$ cat config.mk
export PLATFORM = sky130hd
export DESIGN_NAME = nba_datapath
export DESIGN_NICKNAME = d
export VERILOG_FILES = /design/src/hdl/nba_pkg.sv /design/src/hdl/nba_datapath.sv /design/src/hdl/nba_alu.sv
export SDC_FILE = /design/constraint.sdc
export NUM_CORES = 1
export LEC_CHECK = 0
export BUFFER_PORTS_ARGS = -buffer_cell sky130_fd_sc_hd__clkbuf_2
export CAP_MARGIN = 25
export CORE_AREA = 2 2 43 45
export DETAILED_ROUTE_END_ITERATION = 8
export DIE_AREA = 0 0 45 47
export GPL_TIMING_DRIVEN = 0
export HOLD_SLACK_MARGIN = 0.05
export PLACE_DENSITY = 0.73
export RECOVER_POWER = 50
export SYNTH_ARGS = -nofsm -noshare
export SYNTH_HDL_FRONTEND = slang
export SYNTH_SLANG_ARGS = --single-unit
$ cat constraint.sdc
create_clock -name sys_clk -period 2.76 [get_ports sys_clk]
set_clock_uncertainty 0.05 [all_clocks]
set_input_delay 0.414 -clock sys_clk [delete_from_list [all_inputs] [get_ports sys_clk]]
set_output_delay 0.414 -clock sys_clk [all_outputs]
set_load 0.05 [all_outputs]
$ cat src/hdl/nba_pkg.sv
// Purpose: constants and types shared by the nibble add and logic datapath
// Assumes: 10-bit instruction words, 4-bit accumulator and RAM nibbles
// Notes:   decoded operations are one-hot so a decode slip shows as a bad value
`default_nettype none
package nba_pkg;
    localparam int unsigned NBA_DATA_W  = 4;
    localparam int unsigned NBA_INSTR_W = 10;
    localparam int unsigned NBA_SUM_W   = NBA_DATA_W + 1;

    // instruction codes of the three datapath operations
    localparam logic [NBA_INSTR_W-1:0] NBA_CODE_ADD_MEM   = 10'h00a;
    localparam logic [NBA_INSTR_W-1:0] NBA_CODE_ADD_MEM_C = 10'h00b;
    localparam logic [NBA_INSTR_W-1:0] NBA_CODE_AND_MEM   = 10'h018;

    // reset values of the architectural state
    localparam logic [NBA_DATA_W-1:0] NBA_ACC_RST   = 4'h0;
    localparam logic                  NBA_CARRY_RST = 1'b0;

    // position of the carry out within the 5-bit sum
    localparam int unsigned NBA_CARRY_BIT = NBA_DATA_W;

    // decoded operation, one-hot
    typedef enum logic [3:0] {
        NBA_OP_NONE        = 4'h1,
        NBA_OP_ADD_MEM     = 4'h2,
        NBA_OP_ADD_MEM_C   = 4'h4,
        NBA_OP_AND_MEM     = 4'h8
    } nba_op_t;

    // maps an instruction word to its datapath operation
    function automatic nba_op_t nba_decode(
        input logic [NBA_INSTR_W-1:0] code
    );
        nba_op_t op;
        op = NBA_OP_NONE;
        case (code)
            NBA_CODE_ADD_MEM:   op = NBA_OP_ADD_MEM;
            NBA_CODE_ADD_MEM_C: op = NBA_OP_ADD_MEM_C;
            NBA_CODE_AND_MEM:   op = NBA_OP_AND_MEM;
            default:            op = NBA_OP_NONE;
        endcase
        return op;
    endfunction
endpackage
`default_nettype wire

$ cat src/hdl/nba_datapath.sv
// Purpose: accumulator and carry flag for add, add-with-carry and AND
// Assumes: decoder presents one instruction word per valid cycle; RAM
//          returns the pointed nibble combinationally in the same cycle
// Notes:   every operation completes at the edge that takes it
//          checks at the bottom follow each rule, not the alu expression
`default_nettype none
module nba_datapath (
    input  wire logic                                sys_clk,
    input  wire logic                                resetn,
    input  wire logic                                instr_valid,
    input  wire logic [nba_pkg::NBA_INSTR_W-1:0]     instr_code,
    input  wire logic [nba_pkg::NBA_DATA_W-1:0]      pointed_ram_nibble,
    input  wire logic [nba_pkg::NBA_DATA_W-1:0]      data_pointer,
    input  wire logic                                acc_load,
    input  wire logic [nba_pkg::NBA_DATA_W-1:0]      acc_load_value,
    input  wire logic                                carry_load,
    input  wire logic                                carry_load_value,
    output logic                                     op_hit,
    output logic      [nba_pkg::NBA_DATA_W-1:0]      acc_ff,
    output logic                                     carry_flag_ff,
    output logic                                     op_done_ff,
    output logic                                     skip_ff,
    output logic                                     ram_write_en,
    output logic      [nba_pkg::NBA_DATA_W-1:0]      data_pointer_out
);
    nba_pkg::nba_op_t                  op;
    logic [nba_pkg::NBA_DATA_W-1:0]    alu_result;
    logic                              alu_carry;
    logic [nba_pkg::NBA_DATA_W-1:0]    nxt_acc;
    logic                              nxt_carry;

    // decode only while the decoder presents a word
    assign op = instr_valid ? nba_pkg::nba_decode(instr_code)
                            : nba_pkg::NBA_OP_NONE;
    assign op_hit = (op != nba_pkg::NBA_OP_NONE);

    // the datapath never writes RAM nor moves the pointer
    assign ram_write_en     = 1'b0;
    assign data_pointer_out = data_pointer;

    nba_alu i_nba_alu (
        .op        (op),
        .acc_in    (acc_ff),
        .mem_in    (pointed_ram_nibble),
        .carry_in  (carry_flag_ff),
        .result    (alu_result),
        .carry_out (alu_carry)
    );

    // a datapath operation wins over a load in the same cycle
    always_comb begin
        nxt_acc   = acc_ff;
        nxt_carry = carry_flag_ff;
        if (op_hit) begin
            nxt_acc   = alu_result;
            nxt_carry = alu_carry;
        end else begin
            if (acc_load) begin
                nxt_acc = acc_load_value;
            end
            if (carry_load) begin
                nxt_carry = carry_load_value;
            end
        end
    end

    // accumulator register
    always_ff @(posedge sys_clk or negedge resetn) begin
        if (!resetn) begin
            acc_ff <= nba_pkg::NBA_ACC_RST;
        end else begin
            acc_ff <= nxt_acc;
        end
    end

    // carry flag register
    always_ff @(posedge sys_clk or negedge resetn) begin
        if (!resetn) begin
            carry_flag_ff <= nba_pkg::NBA_CARRY_RST;
        end else begin
            carry_flag_ff <= nxt_carry;
        end
    end

    // completion pulse registered at the taking edge; never a skip
    always_ff @(posedge sys_clk or negedge resetn) begin
        if (!resetn) begin
            op_done_ff <= 1'b0;
            skip_ff    <= 1'b0;
        end else begin
            op_done_ff <= op_hit;
            skip_ff    <= 1'b0;
        end
    end

    // rule-level sum of the add-with-carry, used only by the checks
    logic [nba_pkg::NBA_SUM_W-1:0] chk_adc_sum;
    logic                          chk_adc_cout;
    assign chk_adc_sum  = {1'b0, acc_ff} + {1'b0, pointed_ram_nibble}
                        + {{nba_pkg::NBA_DATA_W{1'b0}}, carry_flag_ff};
    assign chk_adc_cout = chk_adc_sum[nba_pkg::NBA_CARRY_BIT];
endmodule
`default_nettype wire

$ cat src/hdl/nba_alu.sv
// Purpose: combinational nibble adder and AND unit
// Assumes: op is one-hot from the package decoder
// Notes:   result and carry are only meaningful for the three operations
`default_nettype none
module nba_alu (
    input  wire nba_pkg::nba_op_t                op,
    input  wire logic [nba_pkg::NBA_DATA_W-1:0] acc_in,
    input  wire logic [nba_pkg::NBA_DATA_W-1:0] mem_in,
    input  wire logic                           carry_in,
    output logic      [nba_pkg::NBA_DATA_W-1:0] result,
    output logic                                carry_out
);
    logic [nba_pkg::NBA_SUM_W-1:0] sum;
    logic                          cin_term;

    // carry enters the sum only for the add-with-carry form
    assign cin_term = (op == nba_pkg::NBA_OP_ADD_MEM_C) ? carry_in
                                                        : 1'b0;

    // five-bit sum keeps the carry out of bit 3
    assign sum = {1'b0, acc_in} + {1'b0, mem_in}
               + {{nba_pkg::NBA_DATA_W{1'b0}}, cin_term};

    // result selection per operation
    always_comb begin
        result    = acc_in;
        carry_out = carry_in;
        case (op)
            nba_pkg::NBA_OP_ADD_MEM: begin
                result = sum[nba_pkg::NBA_DATA_W-1:0];
            end
            nba_pkg::NBA_OP_ADD_MEM_C: begin
                result    = sum[nba_pkg::NBA_DATA_W-1:0];
                carry_out = sum[nba_pkg::NBA_CARRY_BIT];
            end
            nba_pkg::NBA_OP_AND_MEM: begin
                result = acc_in & mem_in;
            end
            default: begin
                result    = acc_in;
                carry_out = carry_in;
            end
        endcase
    end
endmodule
`default_nettype wire

==> impl_metrics.tcl, run 1 <==
set metrics [dict create \
    vias 611 \
    stdcell_area_um2 846 \
    slowest_delay_ns 0.39 \
    grt_pass1_wl_um 2190 \
    path_max_fanout 6 \
    wl_um 1510 \
    ys_seq_area_frac 0.245 \
    endpoint_kind "flip-flop" \
    p_leak_nw 0.455 \
    reg2reg_to "acc_ff[2]$_DFFE_PN0P_" \
    synth_ff_type "dfrtp_1" \
    critical_path_required_ns 2.88 \
    dp_hpwl_um 1240 \
    syn_area_um2 612 \
    holdPathEnd "acc_ff[1]$_DFFE_PN0P_" \
    crit_top_cell "o21ai_0" \
    ys_seq_elements 6 \
    drt_iter0_drc 3 \
    rr_worst_depth 7 \
    maxClockFrequency_ghz 0.383 \
    whs_path_depth 3 \
    path_cells "clkbuf_2 -> nor4b_4 -> and2_4 -> buf_2 -> nand4_1 -> fa_2 -> fa_1 -> nor2b_1 -> o21ai_0 -> o21ai_0 -> a22oi_1" \
    hold_viol 0 \
    die_width_um 45 \
    start_kind "primary input" \
    die_h_um 47 \
    grt_pass1_vias 522 \
    htreeDepth 1 \
    worstMarginPinSlew_ns 0.642 \
    finalCritPeriodShare 0.946 \
    first_pass_iters 4 \
    vdd_drop_max_v 0.000256 \
    preCtsSetupSlack_ns -0.197 \
    ioPinCount 41 \
    antenna_found_initial 0 \
    rows 15 \
    cts_root_buf "clkbuf_4" \
    tritoncts "done" \
    crit_type "primary input to flip-flop" \
    hp-start "acc_load_value[1]" \
    outcome "complete, no violations" \
    slowest_stage "fa_1" \
    slew_viol_final 0 \
    clk_path_buf_depth 2 \
    drc 0 \
    synth_edf_count 0 \
    gp_congestion 0.837 \
    postRouteAntennaNets 0 \
    whs_ns 0.414 \
    min_period_ns 2.61 \
    fin_ws_ns 0.150 \
    drive_gt1_frac 0.467 \
    grt_max_degree 8 \
    slew_headroom 0.570 \
    grt_usage 0.149 \
    path_buf_inv 2 \
    place_area_um2 807 \
    dieArea_um2 2120 \
    powerDensity_nw_per_um2 390 \
    rr_startpoint "carry_flag_ff$_DFFE_PN0P_" \
    crit_family "simple AND/OR/NAND/NOR gates" \
    insertion_delay_ns 0.26 \
    rsz0062_at_grt "no" \
    multi_input_area_um2 383 \
    via_per_inst 5.01 \
    final_common_cell "clkbuf_2" \
    regArea_um2 150 \
    nFillCells 170 \
    area_delta_synth_final_pct 38.2 \
    worst-endpoint-arrival_ns 2.73 \
    wl_per_cell_um 12.4 \
    coreArea_um2 1650 \
    hp-class "primary input to flip-flop" \
    layout_common_cells "clkbuf_2, buf_4" \
    setup_viol 0 \
    fin_nets 141 \
    r2r_slack_ns 0.73 \
    cts.reportedPaths.clkPinSlew_ns 0.05 \
    syn_area_per_cell_um2 9.71 \
    clock-sinks 6 \
    max_cap_viol_count 0 \
    globalRouteOverflowTotal 0 \
    ys_warn_count 0 \
    num_antenna_cells 0 \
    cts_inserted_buffers 3 \
    initial_core_util 0.370 \
    io_buffers 34 \
    syn_inst 63 \
    synth_cell_types 26 \
    synthArstFlopShare 1.00 \
]
-- kinds of logic (layout without fill, tap and decap cells) --
family	after synthesis	after routing	share of synthesized area
compound gates	15	15	0.176
xor+xnor	1	1	0.0143
fa+ha+maj	6	6	0.147
buf+inv	13	54	0.119
flops	6	6	0.245
mux	4	4	0.0675
other cells	1	2	0.00613
simple gates	17	17	0.225
-- worst max path at each step --
stage	from	to	slack (ns)	cells after the start
after floorplan	instr_code[6]	acc_ff[2]$_DFFE_PN0P_	0.14	10
after global placement	instr_code[6]	acc_ff[2]$_DFFE_PN0P_	-0.09	11
after detailed placement	instr_code[6]	acc_ff[2]$_DFFE_PN0P_	-0.20	11
after CTS	instr_code[6]	acc_ff[2]$_DFFE_PN0P_	0.04	11
after global routing	instr_code[8]	acc_ff[2]$_DFFE_PN0P_	0.006	11
final	instr_code[8]	acc_ff[2]$_DFFE_PN0P_	0.15	11
-- worst min-delay path: stages --
cell and delay [ns]:
clkbuf_2 0.07, mux2i_1 0.06, a22oi_1 0.13
-- repair_timing --
item                                    in CTS  in global routing
hold buffers                                 1                  0
resized for setup                            0                  2
hold endpoints to repair                     6                  0
buffers inserted                             0                  3
endpoints found under the setup margin       0                  2
-- through the flow --
step                TNS (ns)  cells  power, W  utilization
floorplan                  0     64  0.000200            -
global placement      -0.143    115  0.000241        0.489
detailed placement    -0.312    115  0.000244        0.489
CTS                        0    119  0.000331        0.508
global route               0    122  0.000352        0.512
finish                     0    122  0.000330        0.512
-- registers in the layout, indices dropped and copies added (netlist names) --
signal,flops
acc_ff,4
carry_flag_ff,1
op_done_ff,1
-- layer usage --
metal	part of all wire	global-route usage	vias up	wire (µm)
li1	-	-	300	-
met1	0.40	0.167	274	597
met2	0.46	0.257	34	691
met3	0.13	0.0462	3	197
met4	0.014	0.0706	0	21
met5	0	0	-	0
-- cells in the mapped netlist (2+ instances only) --
cell / number / area (µm²)
nor2b_1: 2 / 12.5
dfrtp_1: 6 / 150
a22oi_1: 3 / 22.5
mux2i_1: 3 / 30.0
ha_1: 4 / 50.1
inv_1: 6 / 22.5
a21oi_1: 2 / 10.0
nand2_1: 6 / 22.5
nor4b_4: 2 / 47.6
o21ai_0: 6 / 30.0
buf_4: 6 / 45.0
nand4_1: 2 / 12.5
fa_1: 2 / 40.0
-- cell type report --
| cell class | count | share of cell area |
|---|---|---|
| buffer | 7 | 0.0592 |
| clock buffer | 3 | 0.0266 |
| inverter | 6 | 0.0266 |
| multi-input combinational | 45 | 0.453 |
| sequential | 6 | 0.178 |
| tap | 17 | 0.0251 |
| timing repair buffer | 38 | 0.232 |
-- where the power goes --
part / internal, W / total, W / switching [W]
registers: 0.0000956 / 0.000103 / 0.00000709
logic: 0.0000539 / 0.000141 / 0.0000873
clock network: 0.0000495 / 0.0000859 / 0.0000364
total: 0.000199 / 0.000330 / 0.000131
Power figures use the tool's default switching activity.
==> run 2, diff against run 1 <==
--- a/config.mk
+++ b/config.mk
@@ -14,6 +14,7 @@
 export HOLD_SLACK_MARGIN = 0.05
 export PLACE_DENSITY = 0.73
 export RECOVER_POWER = 50
+export REMOVE_ABC_BUFFERS = 1
 export SYNTH_ARGS = -nofsm -noshare
 export SYNTH_HDL_FRONTEND = slang
 export SYNTH_SLANG_ARGS = --single-unit
==> run 2 against run 1 <==
  * Register-to-register slack improved by 0.02 ns
  * Non-clock buffer count fell by 13
  * Largest power group unchanged
  * Critical endpoint unchanged
  * Critical path type unchanged
  * Total power fell by 8.0%
  * Combinational power fell by 15%
  * Flip-flop and latch count did not move
  * Die area did not move
==> impl_metrics.tcl, run 2 (same netlist as run 1, synthesis figures left out) <==
set metrics [dict create \
    reg_top3 "acc_ff (4), carry_flag_ff (1), op_done_ff (1)" \
    wl_per_cell_um 12.8 \
    max_cap_viol_count 0 \
    maxClockFrequency_ghz 0.409 \
    postRouteAntennaNets 0 \
    area_delta_synth_final_pct 24.7 \
    globalRouteOverflowTotal 0 \
    layout_common_cells "clkbuf_2, inv_1, nand2_1, o21ai_0, dfrtp_1" \
    vdd_drop_max_v 0.000226 \
    drt_iter0_drc 9 \
    cts_root_buf "clkbuf_4" \
    worst-endpoint-arrival_ns 2.55 \
    hp-class "primary input to flip-flop" \
    fin_ws_ns 0.312 \
    drc 0 \
    hold_viol 0 \
    htreeDepth 1 \
    gp_congestion 0.819 \
    preCtsSetupSlack_ns -0.0958 \
    final_common_cell "clkbuf_2" \
    drive_gt1_frac 0.424 \
    placed_cells_incl_taps 104 \
    start_kind "primary input" \
    rsz0062_at_grt "no" \
    coreArea_um2 1650 \
    rows 15 \
    clock-sinks 6 \
    setup_tns_ns 0 \
    powerDensity_nw_per_um2 398 \
    crit_type "primary input to flip-flop" \
    grt_max_degree 8 \
    finalCritPeriodShare 0.887 \
    fin_nets 128 \
    grt_pass1_vias 544 \
    via_per_inst 5.24 \
    p_leak_nw 0.404 \
    slew_viol_final 0 \
    path_max_fanout 6 \
    outcome "complete, no violations" \
    cts.reportedPaths.clkPinSlew_ns 0.05 \
    io_buffers 30 \
    layoutNonFillerInstCount 109 \
    worstMarginPinSlew_ns 0.619 \
    first_pass_iters 6 \
    insertion_delay_ns 0.24 \
    die_width_um 45 \
    dieArea_um2 2120 \
    antenna_found_initial 0 \
    clk_path_buf_depth 2 \
    tritoncts "done" \
    nFillCells 159 \
    top_register "acc_ff" \
    critical_path_required_ns 2.86 \
    initial_core_util 0.370 \
    ioPinCount 41 \
    largest_reg_flops 4 \
    die_h_um 47 \
    wl_um 1400 \
    num_antenna_cells 0 \
    whs_ns 0.442 \
    power.total_w 0.000303 \
    grt_usage 0.153 \
    dp_hpwl_um 1120 \
    cts_inserted_buffers 3 \
    endpoint_kind "flip-flop" \
    slew_headroom 0.585 \
    vias 571 \
    setup_viol 0 \
    min_period_ns 2.45 \
    grt_pass1_wl_um 2250 \
]
run 2: cell count changes in the layout (fill, tap and decap cells not counted), sizes merged:
cell / delta
clkbuf: -4
buf: -9
run 2: worst paths after layout:
path | from | to | slack [ns] | depth (start not counted)
worst max-delay path | instr_code[2] | acc_ff[2]$_DFFE_PN0P_ | 0.31 | 10
worst min-delay path | acc_load_value[1] | acc_ff[1]$_DFFE_PN0P_ | 0.44 | 3
worst max register to register | carry_flag_ff$_DFFE_PN0P_ | acc_ff[2]$_DFFE_PN0P_ | 0.75 | 7
worst min register to register | carry_flag_ff$_DFFE_PN0P_ | carry_flag_ff$_DFFE_PN0P_ | 0.52 | 1
max in group asynchronous | resetn | carry_flag_ff$_DFFE_PN0P_ | 1.84 | 2
min in group asynchronous | resetn | acc_ff[0]$_DFFE_PN0P_ | 0.55 | 2
run 2: what timing repair did:
item                                    4_1_cts  5_1_grt
endpoints found under the setup margin        0        1
buffers inserted                              0        1
hold buffers                                  1        0
resized for setup                             0        1
hold endpoints to repair                      6        0
run 2: stage by stage:
| stage | utilization | area (µm²) |
|---|---|---|
| final | 0.462 | 763 |
| after CTS | 0.466 | 769 |
| after global placement | 0.446 | 737 |
| after floorplan | - | 566 |
| after detailed placement | 0.446 | 737 |
| after global routing | 0.462 | 763 |
run 2: power breakdown:
part	switching [W]	leakage, nW	internal [W]
Clock	0.0000317	0.0138	0.0000492
Sequential	0.00000664	0.0729	0.0000957
Combinational	0.0000738	0.317	0.0000464
run 2: cell type report:
class | count | area [µm²] | share of cell area
Sequential cell | 6 | 150 | 0.197
Tap cell | 17 | 21.3 | 0.0279
Clock buffer | 3 | 22.5 | 0.0295
Timing Repair Buffer | 32 | 166 | 0.218
Inverter | 6 | 22.5 | 0.0295
Multi-Input combinational cell | 45 | 380 | 0.498
run 2: routing by layer:
layer	up-vias	part of all wire	GRT usage
met5	-	0	0
met4	0	0.016	0.0882
met3	4	0.099	0.0308
met2	36	0.47	0.269
met1	256	0.42	0.172
li1	275	-	-
run 2: worst max-delay path, cell delays in order:
cell and delay, ns:
clkbuf_2 0.10, nor4b_4 0.31, and2_4 0.23, nand4_1 0.11
fa_1 0.42, fa_1 0.39, nor2b_1 0.13, o21ai_0 0.13
o21ai_0 0.10, a22oi_1 0.20
